[src/hw/ocm_pkg.sv]
// Shared constants, types and helpers of the overhead channel multiplexer
package ocm_pkg;
  localparam int OCM_IDX_W = 4;
  localparam int OCM_LOAD_W = 8;
  localparam int OCM_INC_W = 32;
  localparam int OCM_POS_W = 12;
  localparam int OCM_OVH_BITS = 8;
  localparam int OCM_SYNC_BITS = 4;
  localparam logic [3:0] OCM_SYNC_NIBBLE = 4'hB;
  localparam logic [7:0] OCM_STD_LOAD = 8'h0F;
  localparam logic [2:0] OCM_FEC_TPC = 3'h4;
  localparam logic [2:0] OCM_FEC_LDPC = 3'h5;
  localparam logic [1:0] OCM_LOCK_HITS = 2'h3;
  localparam logic [1:0] OCM_LOCK_MISSES = 2'h2;
  localparam logic [5:0] OCM_DIV_STEPS = 6'h20;
  localparam int OCM_CLK_PERIOD_PS = 8000;
  localparam int OCM_SVC_HOLD_NS = 10000;
  localparam int OCM_SVC_HOLD_CYC = (OCM_SVC_HOLD_NS * 1000 + OCM_CLK_PERIOD_PS - 1)
                                    / OCM_CLK_PERIOD_PS;

  typedef enum logic [1:0] {
    OCM_MODE_DISABLED = 2'b00,
    OCM_MODE_STANDARD = 2'b01,
    OCM_MODE_CUSTOM = 2'b10,
    OCM_MODE_ADVANCED = 2'b11
  } ocm_mode_type;

  typedef enum logic [1:0] {
    OCM_ALIGN_HUNT = 2'b00,
    OCM_ALIGN_VERIFY = 2'b01,
    OCM_ALIGN_LOCKED = 2'b10
  } ocm_align_type;

  localparam ocm_mode_type OCM_RST_MODE = OCM_MODE_DISABLED;

  typedef struct packed {
    ocm_mode_type mode;
    logic rs485;
    logic tx_four_wire;
    logic rx_four_wire;
    logic async_auto;
    logic [OCM_IDX_W-1:0] async_rate;
    logic [OCM_IDX_W-1:0] mux_service_rate;
  } ocm_cfg_type;

  typedef struct packed {
    logic [OCM_LOAD_W:0] num;
    logic [OCM_LOAD_W-1:0] den;
  } ocm_ratio_type;

  // Data bytes per frame for each async rate, 300 bps up to 3.5 Mbps
  function automatic logic [OCM_LOAD_W-1:0] ocm_rate_load(input logic [OCM_IDX_W-1:0] idx);
    logic [OCM_LOAD_W-1:0] r;
    case (idx)
      4'h0: r = 8'hF0;
      4'h1: r = 8'hC8;
      4'h2: r = 8'hA0;
      4'h3: r = 8'h78;
      4'h4: r = 8'h60;
      4'h5: r = 8'h50;
      4'h6: r = 8'h40;
      4'h7: r = 8'h30;
      4'h8: r = 8'h28;
      4'h9: r = 8'h20;
      4'hA: r = 8'h18;
      4'hB: r = 8'h10;
      4'hC: r = 8'h0C;
      4'hD: r = 8'h08;
      4'hE: r = 8'h06;
      default: r = 8'h04;
    endcase
    return r;
  endfunction
endpackage
[src/hw/ocm_overhead_mux.sv]
// Overhead channel multiplexer and demultiplexer for the aggregate stream
`timescale 1ns/1ps
module ocm_overhead_mux #(
  parameter int HOLD_CYC = ocm_pkg::OCM_SVC_HOLD_CYC
) (
  // Clock and reset
  input wire logic i_clock,
  input wire logic i_rst_n,
  // Configuration
  input wire ocm_pkg::ocm_cfg_type i_cfg,
  input wire logic [2:0] i_fec_type,
  input wire logic [ocm_pkg::OCM_INC_W-1:0] i_thru_rate_inc,
  // Terrestrial transmit data
  input wire logic i_tx_bit,
  output logic o_tx_take,
  // Aggregate transmit stream
  output logic o_agg_tick,
  output logic o_agg_bit,
  output logic [ocm_pkg::OCM_INC_W-1:0] o_agg_rate_inc,
  // Aggregate receive stream and recovered data
  input wire logic i_rx_tick,
  input wire logic i_rx_bit,
  output logic o_rx_data,
  output logic o_rx_valid,
  output logic o_rx_locked,
  // Service channel pins
  input wire logic i_svc_in,
  output logic o_svc_out,
  output logic o_svc_out_oe,
  output logic o_svc_rs485,
  output logic o_svc_in_en,
  // Modem control channel
  input wire logic i_mcc_bit,
  output logic o_mcc_bit,
  output logic o_mcc_valid,
  // Auxiliary one-bit channels
  input wire logic [1:0] i_aux_in,
  output logic [1:0] o_aux_relay,
  // Status
  output ocm_pkg::ocm_mode_type o_mode,
  output logic o_mode_refused,
  output ocm_pkg::ocm_ratio_type o_ratio
);
  import ocm_pkg::*;

  if (HOLD_CYC < 1 || HOLD_CYC > 65535) begin : g_check
    $error("HOLD_CYC out of range");
  end

  // Pin synchronisers
  logic [2:0] sync1_q, sync2_q;
  always_ff @(posedge i_clock or negedge i_rst_n) begin
    if (!i_rst_n) begin
      sync1_q <= 3'h7;
      sync2_q <= 3'h7;
    end else begin
      sync1_q <= {i_aux_in, i_svc_in};
      sync2_q <= sync1_q;
    end
  end

  // Mode, load and ratio
  ocm_mode_type mode_q, mode_d;
  logic refused_q, refused_d;
  logic [OCM_LOAD_W-1:0] load_q, load_d, mux_load;
  ocm_ratio_type ratio_q, ratio_d;
  logic full_ch;
  always_comb begin
    refused_d = (i_cfg.mode == OCM_MODE_ADVANCED) &&
                (i_fec_type != OCM_FEC_TPC) && (i_fec_type != OCM_FEC_LDPC);
    mode_d = refused_d ? mode_q : i_cfg.mode;
    mux_load = ocm_rate_load(i_cfg.mux_service_rate);
    load_d = ocm_rate_load(i_cfg.async_rate);
    if (!i_cfg.async_auto && mux_load < load_d) begin
      load_d = mux_load;
    end
    if (mode_d == OCM_MODE_STANDARD) begin
      load_d = OCM_STD_LOAD;
    end
    if (mode_d == OCM_MODE_DISABLED) begin
      // Load 0 marks disabled mode; the divider then passes the rate 1/1
      load_d = '0;
      ratio_d = '{num: 9'h001, den: 8'h01};
    end else begin
      ratio_d = '{num: {1'b0, load_d} + 9'h001, den: load_d};
    end
  end
  assign full_ch = (mode_q == OCM_MODE_CUSTOM) || (mode_q == OCM_MODE_ADVANCED);
  always_ff @(posedge i_clock or negedge i_rst_n) begin
    if (!i_rst_n) begin
      mode_q <= OCM_RST_MODE;
      refused_q <= 1'b0;
      load_q <= OCM_STD_LOAD;
      ratio_q <= '{num: 9'h001, den: 8'h01};
    end else begin
      mode_q <= mode_d;
      refused_q <= refused_d;
      load_q <= load_d;
      ratio_q <= ratio_d;
    end
  end

  // Aggregate increment = through + through/load, by serial division
  logic busy_q, busy_d;
  logic [5:0] step_q, step_d;
  logic [OCM_LOAD_W:0] rem_q, rem_d, rem_sh;
  logic [OCM_INC_W-1:0] num_q, num_d, quo_q, quo_d, src_q, src_d, inc_q, inc_d;
  logic [OCM_LOAD_W-1:0] dload_q, dload_d;
  always_comb begin
    busy_d = busy_q;
    step_d = step_q;
    rem_d = rem_q;
    num_d = num_q;
    quo_d = quo_q;
    src_d = src_q;
    dload_d = dload_q;
    inc_d = inc_q;
    rem_sh = {rem_q[OCM_LOAD_W-1:0], num_q[OCM_INC_W-1]};
    if (!busy_q && (i_thru_rate_inc != src_q || load_q != dload_q)) begin
      busy_d = 1'b1;
      step_d = 6'h00;
      rem_d = '0;
      num_d = i_thru_rate_inc;
      src_d = i_thru_rate_inc;
      dload_d = load_q;
    end else if (busy_q) begin
      num_d = {num_q[OCM_INC_W-2:0], 1'b0};
      if (rem_sh >= {1'b0, dload_q}) begin
        rem_d = rem_sh - {1'b0, dload_q};
        quo_d = {quo_q[OCM_INC_W-2:0], 1'b1};
      end else begin
        rem_d = rem_sh;
        quo_d = {quo_q[OCM_INC_W-2:0], 1'b0};
      end
      step_d = step_q + 6'h01;
      if (step_d == OCM_DIV_STEPS) begin
        busy_d = 1'b0;
        inc_d = (dload_q == '0) ? src_q : src_q + quo_d;
      end
    end
  end
  always_ff @(posedge i_clock or negedge i_rst_n) begin
    if (!i_rst_n) begin
      busy_q <= 1'b0;
      step_q <= 6'h00;
      rem_q <= '0;
      num_q <= '0;
      quo_q <= '0;
      src_q <= '0;
      dload_q <= '0;
      inc_q <= '0;
    end else begin
      busy_q <= busy_d;
      step_q <= step_d;
      rem_q <= rem_d;
      num_q <= num_d;
      quo_q <= quo_d;
      src_q <= src_d;
      dload_q <= dload_d;
      inc_q <= inc_d;
    end
  end

  // Service channel direction control
  logic svc_out_q, svc_out_d, oe_q, oe_d, in_en_q, in_en_d, rs485_q, rs485_d;
  logic [15:0] hold_q, hold_d;
  logic drv_active, mute, svc_in_eff;
  assign drv_active = !svc_out_q || (hold_q != 16'h0000);
  // Standard mode has no two-wire option
  assign mute = full_ch && !i_cfg.rx_four_wire && drv_active;
  assign svc_in_eff = mute ? 1'b1 : sync2_q[0];

  // Transmit framing and aggregate rate generator
  logic [OCM_INC_W-1:0] acc_q, acc_d;
  logic carry;
  logic [OCM_POS_W-1:0] tpos_q, tpos_d, frame_last;
  logic tick_q, abit_q, abit_d, take_q, take_d, tx_data_slot;
  logic [3:0] tx_payload;
  assign frame_last = OCM_POS_W'({load_q, 3'b000} + 11'd7);
  always_comb begin
    {carry, acc_d} = {1'b0, acc_q} + {1'b0, inc_q};
    tx_data_slot = (mode_q == OCM_MODE_DISABLED) || (tpos_q >= OCM_POS_W'(OCM_OVH_BITS));
    if (full_ch) begin
      tx_payload = {svc_in_eff, i_mcc_bit, sync2_q[2:1]};
    end else begin
      tx_payload = {4{svc_in_eff}};
    end
    tpos_d = tpos_q;
    abit_d = abit_q;
    take_d = 1'b0;
    if (carry) begin
      if (tx_data_slot) begin
        abit_d = i_tx_bit;
        take_d = 1'b1;
      end else if (tpos_q < OCM_POS_W'(OCM_SYNC_BITS)) begin
        abit_d = OCM_SYNC_NIBBLE[3 - tpos_q[1:0]];
      end else begin
        abit_d = tx_payload[3 - tpos_q[1:0]];
      end
      if (mode_q == OCM_MODE_DISABLED || tpos_q >= frame_last) begin
        tpos_d = '0;
      end else begin
        tpos_d = tpos_q + 12'h001;
      end
    end
  end
  always_ff @(posedge i_clock or negedge i_rst_n) begin
    if (!i_rst_n) begin
      acc_q <= '0;
      tpos_q <= '0;
      tick_q <= 1'b0;
      abit_q <= 1'b1;
      take_q <= 1'b0;
    end else begin
      acc_q <= acc_d;
      tpos_q <= tpos_d;
      tick_q <= carry;
      abit_q <= abit_d;
      take_q <= take_d;
    end
  end

  // Receive alignment and overhead extraction
  ocm_align_type st_q, st_d;
  logic [3:0] sh_q, sh_d;
  logic [OCM_POS_W-1:0] rpos_q, rpos_d;
  logic [1:0] hits_q, hits_d, miss_q, miss_d, aux_q, aux_d;
  logic rdat_q, rdat_d, rval_q, rval_d, lock_q, lock_d, mccb_q, mccb_d, mccv_q, mccv_d;
  always_comb begin
    st_d = st_q;
    sh_d = sh_q;
    rpos_d = rpos_q;
    hits_d = hits_q;
    miss_d = miss_q;
    aux_d = aux_q;
    rdat_d = rdat_q;
    rval_d = 1'b0;
    mccb_d = mccb_q;
    mccv_d = 1'b0;
    svc_out_d = svc_out_q;
    if (i_rx_tick) begin
      sh_d = {sh_q[2:0], i_rx_bit};
      rdat_d = i_rx_bit;
      rpos_d = (rpos_q >= frame_last) ? '0 : rpos_q + 12'h001;
      if (mode_q == OCM_MODE_DISABLED) begin
        rval_d = 1'b1;
        st_d = OCM_ALIGN_HUNT;
      end else begin
        case (st_q)
          OCM_ALIGN_HUNT: begin
            if (sh_d == OCM_SYNC_NIBBLE) begin
              st_d = OCM_ALIGN_VERIFY;
              hits_d = 2'h1;
              rpos_d = OCM_POS_W'(OCM_SYNC_BITS);
            end
          end
          OCM_ALIGN_VERIFY: begin
            if (rpos_q == OCM_POS_W'(OCM_SYNC_BITS - 1)) begin
              if (sh_d != OCM_SYNC_NIBBLE) begin
                st_d = OCM_ALIGN_HUNT;
              end else begin
                hits_d = hits_q + 2'h1;
                if (hits_d == OCM_LOCK_HITS) begin
                  st_d = OCM_ALIGN_LOCKED;
                  miss_d = 2'h0;
                end
              end
            end
          end
          OCM_ALIGN_LOCKED: begin
            if (rpos_q == OCM_POS_W'(OCM_SYNC_BITS - 1)) begin
              miss_d = (sh_d == OCM_SYNC_NIBBLE) ? 2'h0 : miss_q + 2'h1;
              if (miss_d == OCM_LOCK_MISSES) begin
                st_d = OCM_ALIGN_HUNT;
              end
            end else if (rpos_q >= OCM_POS_W'(OCM_OVH_BITS)) begin
              rval_d = 1'b1;
            end else if (rpos_q < OCM_POS_W'(OCM_SYNC_BITS)) begin
              // Sync bits carry no payload
              rval_d = 1'b0;
            end else if (full_ch) begin
              case (rpos_q[1:0])
                2'd0: svc_out_d = i_rx_bit;
                2'd1: begin
                  mccb_d = i_rx_bit;
                  mccv_d = 1'b1;
                end
                default: aux_d[3 - rpos_q[1:0]] = i_rx_bit;
              endcase
            end else begin
              svc_out_d = i_rx_bit;
            end
          end
          default: st_d = OCM_ALIGN_HUNT;
        endcase
      end
    end
    lock_d = (mode_q == OCM_MODE_DISABLED) || (st_d == OCM_ALIGN_LOCKED);
    hold_d = !svc_out_q ? 16'(HOLD_CYC) : (hold_q != 16'h0000 ? hold_q - 16'h0001 : hold_q);
    rs485_d = i_cfg.rs485;
    // Disabled mode has no service channel: output driver and input are both off
    if (mode_q == OCM_MODE_DISABLED) begin
      oe_d = 1'b0;
      in_en_d = 1'b0;
    end else begin
      oe_d = !i_cfg.rs485 || i_cfg.tx_four_wire || !full_ch || drv_active;
      in_en_d = !mute;
    end
  end
  always_ff @(posedge i_clock or negedge i_rst_n) begin
    if (!i_rst_n) begin
      st_q <= OCM_ALIGN_HUNT;
      sh_q <= 4'h0;
      rpos_q <= '0;
      hits_q <= 2'h0;
      miss_q <= 2'h0;
      aux_q <= 2'h0;
      rdat_q <= 1'b0;
      rval_q <= 1'b0;
      lock_q <= 1'b0;
      mccb_q <= 1'b0;
      mccv_q <= 1'b0;
      svc_out_q <= 1'b1;
      hold_q <= 16'h0000;
      oe_q <= 1'b0;
      in_en_q <= 1'b0;
      rs485_q <= 1'b0;
    end else begin
      st_q <= st_d;
      sh_q <= sh_d;
      rpos_q <= rpos_d;
      hits_q <= hits_d;
      miss_q <= miss_d;
      aux_q <= aux_d;
      rdat_q <= rdat_d;
      rval_q <= rval_d;
      lock_q <= lock_d;
      mccb_q <= mccb_d;
      mccv_q <= mccv_d;
      svc_out_q <= svc_out_d;
      hold_q <= hold_d;
      oe_q <= oe_d;
      in_en_q <= in_en_d;
      rs485_q <= rs485_d;
    end
  end

  assign o_tx_take = take_q;
  assign o_agg_tick = tick_q;
  assign o_agg_bit = abit_q;
  assign o_agg_rate_inc = inc_q;
  assign o_rx_data = rdat_q;
  assign o_rx_valid = rval_q;
  assign o_rx_locked = lock_q;
  assign o_svc_out = svc_out_q;
  assign o_svc_out_oe = oe_q;
  assign o_svc_rs485 = rs485_q;
  assign o_svc_in_en = in_en_q;
  assign o_mcc_bit = mccb_q;
  assign o_mcc_valid = mccv_q;
  assign o_aux_relay = aux_q;
  assign o_mode = mode_q;
  assign o_mode_refused = refused_q;
  assign o_ratio = ratio_q;
endmodule

[config.mk]
export PLATFORM = sky130hd
export DESIGN_NAME = ocm_overhead_mux
export DESIGN_NICKNAME = d
export VERILOG_FILES = /design/src/hw/ocm_pkg.sv /design/src/hw/ocm_overhead_mux.sv
export SDC_FILE = /design/constraint.sdc
export NUM_CORES = 1
export LEC_CHECK = 0
export ABC_AREA = 1
export BUFFER_PORTS_ARGS = -buffer_cell sky130_fd_sc_hd__buf_4
export CAP_MARGIN = 25
export CORE_AREA = 4 4 273 141
export DETAILED_ROUTE_END_ITERATION = 8
export DIE_AREA = 0 0 277 145
export GPL_TIMING_DRIVEN = 1
export PLACE_DENSITY_LB_ADDON = 0.25
export SLEW_MARGIN = 20
export SYNTH_ARGS = -nofsm -noshare
export SYNTH_HDL_FRONTEND = slang
export SYNTH_SLANG_ARGS = --single-unit
[constraint.sdc]
create_clock -name i_clock -period 9.1 [get_ports i_clock]
set_input_delay 0.455 -clock i_clock [delete_from_list [all_inputs] [get_ports i_clock]]
set_output_delay 0.455 -clock i_clock [all_outputs]
set_load 0.01 [all_outputs]
==> results.py, run 1 <==
metrics = {
    "status": {
        "status": "completed",
    },
    "finish": {
        "fin_util_pct": 53.47,
        "drive_gt1_share_pct": 9.041,
        "area_delta_synth_final_pct": 13.69,
        "mostFrequentLayoutCells": "nand2_1 (578), dfrtp_1 (258), inv_1 (250)",
        "antenna_cells": 0,
        "layout_commonest_cell": "nand2_1",
        "finalInstanceArea_sq_um": 19140,
        "nNetsFinal": 2497,
        "fin_cells": 2829,
    },
    "global_routing": {
        "antenna_found_initial": 0,
        "grt_pass1_vias": 14104,
        "grt_max_degree": 82,
        "grt-ovfl-total": 0,
        "grt_pass1_wl_um": 71940,
        "grt_usage_pct": 21.42,
    },
    "setup_path": {
        "worstPathArrival_ns": 4.36,
        "crit_path_max_fanout": 48,
        "ff2ff_path_depth": 8,
        "r2r_end": "dload_q[3]",
        "end_kind": "flip-flop",
        "r2r-start": "src_q[26]",
        "worstSetupStartpoint": "src_q[26]",
        "worstSetupPathType": "flip-flop to flip-flop",
        "reg2reg_slack_ns": 5.13,
        "required_ns": 9.48,
        "critPathLaunchType": "flip-flop",
    },
    "route": {
        "vias": 14849,
        "wl_um": 43750,
        "drc": 0,
        "dr.first_iter.drc_count": 1026,
        "routedWlPerCell_um": 15.47,
        "firstDrtPassIters": 7,
        "ant_nets": 0,
        "viasPerCell": 5.249,
    },
    "sta": {
        "tightest_slew_ns": 1.007,
        "rsz0062_at_grt": "false",
        "maxSlewViolCount": 0,
        "tns_ns": 0,
        "finalSetupViolCount": 0,
        "maxSlewHeadroom_pct": 32.66,
        "finClkSkew_ns": 0.01723,
        "fmax_mhz": 251.6,
        "holdWs_ns": 0.1290,
        "finalHoldViolCount": 0,
        "fin_crit_sh_pct": 43.67,
        "setup_slack_ns": 5.126,
        "period_minus_slack_ns": 3.974,
    },
    "clock_tree": {
        "cts.htree.levels": 1,
        "cts_tree": "built",
        "post_cts_resized": 0,
        "clk_latency_ns": 0.55,
        "clkSlewWorstSetupHoldPaths_ns": 0.07,
        "numCtsBuffers": 27,
        "clockRootBuffer": "clkbuf_16",
        "clock_path_buffers": 3,
        "cts_sinks": 273,
    },
    "logic_synthesis": {
        "netlist_area_sq_um": 16840,
        "synth_edf_count": 0,
        "synth_top_area_share_pct": 38.49,
        "seq_area_frac_synth_pct": 40.67,
        "ys_ff_latch": 273,
        "syn_inst": 2220,
        "ys_async_sr_fraction_pct": 100.0,
        "synth_top_cell_by_area": "dfrtp_1",
        "yosysWarningCount": 0,
        "yosysUniqueCellTypes": 50,
        "synth_nets": 2392,
        "avgSynthCellArea_sq_um": 7.586,
        "synthFlopType": "dfrtp_1",
        "synth.area.top_cells": "dfrtp_1 (38%), nand2_1 (13%), ha_1 (8.2%), inv_1 (5.6%), nand3_1 (5.0%)",
    },
    "power": {
        "p_per_area_nw_per_um2": 187.6,
        "ir_drop_mv": 0.1269,
        "p_leak_nw": 10.03,
        "power.total_mw": 3.591,
        "clock_power_share_pct": 32.6,
        "intPower_mw": 2.390,
        "p_switching_mw": 1.201,
        "swShare_pct": 33.45,
        "p_comb_share_pct": 26.8,
        "p_seq_share_pct": 40.6,
    },
    "flow_run": {
        "maxCapViolCount": 0,
    },
    "place": {
        "dp_hpwl_um": 32540,
        "dpl_cell_area_sq_um": 18130,
        "port_buffers": 122,
        "dpl_worst_slack_ns": 5.060,
        "dp.cells": 2773,
        "routabilityCongestion": 0.9611,
    },
    "floorplan": {
        "die_area_sq_um": 40170,
        "start_util_pct": 47.03,
        "rows": 49,
        "coreArea_sq_um": 35800,
        "die_w_um": 277,
        "io_pins": 124,
        "die_y_um": 145,
    },
    "worst_hold_path": {
        "hold_path.class": "primary input to flip-flop",
        "min_from": "i_cfg[13]",
        "whs_endpoint": "o_ratio[0]",
        "min_path_cells": 2,
    },
}
-- critical path: stages, from the launching register on --
cell and delay, ns:
dfrtp_1 0.45, xnor2_1 0.41, nand4_1 0.14, nor2_1 0.15, nand3_1 0.12, nor2_4 0.64, nand2_2 0.69, nand2_2 0.99
o21ai_0 0.19
-- sequential cells by signal, summed over array words and instances (netlist names), 6 cells and up --
signal	count
rem_q	8
step_q	6
src_q	32
quo_q	31
dload_q	8
num_q	32
tpos_q	12
rpos_q	12
hold_q	16
acc_q	32
o_ratio	15
o_agg_rate_inc	32
-- synthesized netlist by cell type, types with 8 or more instances --
cell type and number:
nand2_1 578, dfrtp_1 259, inv_1 251, nor2_1 183
nand3_1 168, a21oi_1 148, o21ai_0 139, ha_1 111
xor2_1 62, nand4_1 59, nor3_1 39, xnor2_1 29
clkbuf_1 26, buf_2 18, o22ai_1 15, dfstp_2 14
o211ai_1 12, o21bai_1 11, a21o_1 10, a31oi_1 8
-- kinds of logic after synthesis --
| logic type | after synthesis | share of synthesized area [%] |
|---|---|---|
| multiplexers | 1 | 0.05944 |
| adder cells (fa/ha/maj) | 114 | 8.604 |
| other | 1 | 0.02227 |
| flip-flops | 273 | 40.67 |
| AO/OA/AOI/OAI | 367 | 11.93 |
| XOR/XNOR | 91 | 4.733 |
| AND/OR/NAND/NOR | 1055 | 26.47 |
| buffers and inverters | 318 | 7.512 |
-- repair_timing --
action | CTS | global route
hold buffers | 4 | 1
endpoints found under the hold margin | 64 | 1
endpoints found under the setup margin | 0 | 0
buffers inserted | 0 | 0
-- worst max-delay path by stage --
stage / endpoint
final: dload_q[3]
after global routing: o_agg_rate_inc[26]
after CTS: dload_q[3]
after detailed placement: dload_q[3]
after global placement: dload_q[3]
after floorplan: o_agg_rate_inc[30]
-- layer usage --
layer  wire (um)  share of wire, %  track usage, %  up-vias
met5           0                 0               0        -
li1            -                 -               -     7536
met4        1088               2.5           5.037        0
met2       20100                46           35.20      330
met3        2053               4.7           2.858       69
met1       20510                47           30.40     6914
-- final cells by class --
type                       count  area (sq um)
timing repair buffer         137          1089
sequential                   273          6850
multi-input combinational   1629          8728
inverter                     257         964.7
clock inverter                13         177.7
fill                        3467         16660
clock buffer                  36         729.5
tap                          484         605.6
-- power by group through the flow --
stage,combinational (mW),sequential [mW],clock (mW)
after floorplan,0.711,1.45,0
after global routing,1.11,1.47,1.26
after CTS,0.959,1.45,1.20
after detailed placement,0.953,1.47,0
after global placement,0.934,1.47,0
final,0.963,1.46,1.17
No activity file was read; power rests on OpenSTA's default activity.
==> run 2, diff against run 1 <==
--- a/config.mk
+++ b/config.mk
@@ -5,12 +5,12 @@
 export SDC_FILE = /design/constraint.sdc
 export NUM_CORES = 1
 export LEC_CHECK = 0
-export ABC_AREA = 1
+export ABC_AREA = 0
 export BUFFER_PORTS_ARGS = -buffer_cell sky130_fd_sc_hd__buf_4
 export CAP_MARGIN = 25
-export CORE_AREA = 4 4 273 141
+export CORE_AREA = 4 4 266 138
 export DETAILED_ROUTE_END_ITERATION = 8
-export DIE_AREA = 0 0 277 145
+export DIE_AREA = 0 0 270 142
 export GPL_TIMING_DRIVEN = 1
 export PLACE_DENSITY_LB_ADDON = 0.25
 export SLEW_MARGIN = 20
==> constraint.sdc (replaced) <==
create_clock -name i_clock -period 4 [get_ports i_clock]
set_input_delay 0.2 -clock i_clock [delete_from_list [all_inputs] [get_ports i_clock]]
set_output_delay 0.2 -clock i_clock [all_outputs]
set_load 0.01 [all_outputs]
==> results.py, run 2 <==
metrics = {
    "floorplan": {
        "rows": 48,
        "io_pins": 124,
        "start_util_pct": 46.83,
        "die_area_sq_um": 38340,
        "die_w_um": 270,
        "die_y_um": 142,
        "coreArea_sq_um": 34170,
    },
    "setup_path": {
        "end_kind": "flip-flop",
        "critPathLaunchType": "flip-flop",
        "slowest_delay_ns": 0.42,
        "path_cells": "ha_4 > nor2b_4 > o21ai_4 > a21boi_2 > o21ai_2 > a21boi_2 > o41ai_4 > inv_2 > ha_4 > inv_2 > fa_2 > nor2b_2 > o31a_1 > buf_4 > o211ai_1 > a21oi_2 > nor2_2 > o21ai_2 > a221oi_2 > mux2i_1 > a31oi_1",
        "crit_path_max_fanout": 3,
        "worstPathArrival_ns": 4.43,
        "slowest_stage": "o41ai_4",
        "worstSetupPathType": "flip-flop to flip-flop",
        "required_ns": 4.42,
    },
    "sta": {
        "maxSlewViolCount": 0,
        "fmax_mhz": 249.8,
        "tightest_slew_ns": 0.9527,
        "finalHoldViolCount": 0,
        "rsz0062_at_grt": "true",
        "finalSetupViolCount": 1,
        "holdWs_ns": 0.02209,
        "tns_ns": -0.002767,
        "maxSlewHeadroom_pct": 35.90,
        "period_minus_slack_ns": 4.003,
        "setup_slack_ns": -0.002767,
        "finClkSkew_ns": 0.01002,
        "fin_crit_sh_pct": 100.1,
    },
    "place": {
        "routabilityCongestion": 0.8926,
        "dp.cells": 2179,
        "dpl_worst_slack_ns": -0.1785,
        "port_buffers": 122,
        "dp_hpwl_um": 27760,
    },
    "clock_tree": {
        "cts_tree": "built",
        "cts.htree.levels": 1,
        "cts_sinks": 273,
        "clk_latency_ns": 0.54,
        "numCtsBuffers": 27,
        "clockRootBuffer": "clkbuf_16",
        "clock_path_buffers": 3,
        "clkSlewWorstSetupHoldPaths_ns": 0.07,
    },
    "status": {
        "violations": "setup timing",
        "status": "finished with violations",
    },
    "route": {
        "drc": 0,
        "vias": 12714,
        "firstDrtPassIters": 5,
        "dr.first_iter.drc_count": 815,
        "viasPerCell": 5.569,
        "ant_nets": 0,
        "wl_um": 39300,
        "routedWlPerCell_um": 17.21,
    },
    "logic_synthesis": {
        "ys_async_sr_fraction_pct": 100.0,
        "synth_top_area_share_pct": 40.50,
        "netlist_area_sq_um": 16000,
        "synthFlopType": "dfrtp_1",
        "avgSynthCellArea_sq_um": 9.723,
        "ys_ff_latch": 273,
        "synth_edf_count": 0,
        "yosysUniqueCellTypes": 77,
        "synth_nets": 1818,
        "synth_top_cell_by_area": "dfrtp_1",
        "yosysWarningCount": 0,
        "yosysMostFrequentCell": "dfrtp_1",
        "ys_top_cells_by_count": "dfrtp_1 (259), nand2_1 (156), o21ai_0 (134), ha_1 (111), nor2_1 (107)",
        "seq_area_frac_synth_pct": 42.80,
        "synth.area.top_cells": "dfrtp_1 (40%), ha_1 (8.7%), mux2_2 (4.9%), o21ai_0 (4.2%), nand2_1 (3.7%)",
        "syn_inst": 1646,
    },
    "global_routing": {
        "grt_use_met3_pct": 3.453,
        "grt_pass1_wl_um": 64040,
        "grt_use_met2_pct": 33.38,
        "grt_usage_pct": 20.21,
        "antenna_found_initial": 1,
        "busiest_layer": "met2",
        "grt-ovfl-total": 0,
        "grtUsageMet1_pct": 28.39,
        "grt_max_degree": 109,
        "grt_pass1_vias": 12388,
    },
    "power": {
        "ir_drop_mv": 0.3222,
        "p_per_area_nw_per_um2": 528.8,
        "p_leak_nw": 8.508,
    },
    "worst_hold_path": {
        "hold_path.class": "primary input to flip-flop",
    },
    "finish": {
        "drive_gt1_share_pct": 18.82,
        "layout_commonest_cell": "dfrtp_1",
        "fin_util_pct": 55.66,
        "mostFrequentLayoutCells": "dfrtp_1 (258), buf_4 (161), nand2_1 (156)",
        "fillCellCount": 2982,
        "area_delta_synth_final_pct": 18.84,
        "nNetsFinal": 1985,
        "antenna_cells": 0,
        "fin_cells": 2283,
    },
    "flow_run": {
        "maxCapViolCount": 0,
    },
}
## run 2: path summary, 6_finish.rpt
check	startpoint	end	slack, ns	depth (start not counted)
setup / recovery	rem_q[0]	o_agg_rate_inc[28]	-0.003	21
hold / removal	i_rx_tick	rpos_q[0]	0.02	2
setup reg to reg	rem_q[0]	o_agg_rate_inc[28]	-0.003	21
hold reg to reg	sync1_q[0]	sync2_q[0]	0.35	0
max in group asynchronous	i_rst_n	sync1_q[0]	2.58	3
min in group asynchronous	i_rst_n	o_ratio[16]	0.30	2
## run 2: repair_timing
item | CTS | global route
pin swaps | 15 | 19
setup buffers | 8 | 3
hold buffers | 43 | 0
resized for setup | 11 | 15
setup endpoints to repair | 3 | 17
hold endpoints to repair | 167 | 0
## run 2: logic make-up after synthesis
kind of cell	Yosys count	synth area share, %
other	1	0.02343
buffers and inverters	135	3.330
adder cells (fa/ha/maj)	114	9.053
XOR/XNOR	97	5.308
multiplexers	118	7.959
flip-flops	273	42.80
AO/OA/AOI/OAI	422	16.75
AND/OR/NAND/NOR	486	14.78
## run 2: final cells by class
| type | instances | area, sq um | share of cell area, % |
|---|---|---|---|
| Clock buffer | 36 | 759.5 | 3.993 |
| Sequential cell | 273 | 6853 | 36.03 |
| Multi-Input combinational cell | 1238 | 8805 | 46.29 |
| Clock inverter | 13 | 98.84 | 0.5197 |
| Inverter | 64 | 240.2 | 1.263 |
| Tap cell | 450 | 563.0 | 2.960 |
| Timing Repair Buffer | 209 | 1700 | 8.940 |
## run 2: metrics by stage
step                instance area, sq um  power (mW)
finish                             19020       10.06
detailed placement                 17540       7.308
floorplan                          16070       6.352
global placement                   17540       7.254
CTS                                18930       10.01
global route                       19020       10.75
## run 2: report_power, final
| part | switching (mW) | internal [mW] | total, mW |
|---|---|---|---|
| registers | 0.310 | 3.21 | 3.52 |
| clock network | 1.13 | 1.40 | 2.53 |
| logic | 2.13 | 1.88 | 4.01 |
## run 2: metal layers
layer / wire, um / share of wire [%] / up-vias
li1: - / - / 6254
met1: 18840 / 48 / 6161
met2: 17920 / 46 / 241
met3: 1785 / 4.5 / 58
met4: 756 / 1.9 / 0
met5: 0 / 0 / -
## run 2: critical path, delay by kind of cell, from the launching register on
kind	cells	cell delay [ns]
adder cells (fa/ha/maj)	3	0.62
buffers and inverters	3	0.27
AND/OR/NAND/NOR	3	0.36
flip-flops	1	0.41
multiplexers	1	0.21
AO/OA/AOI/OAI	11	2.01
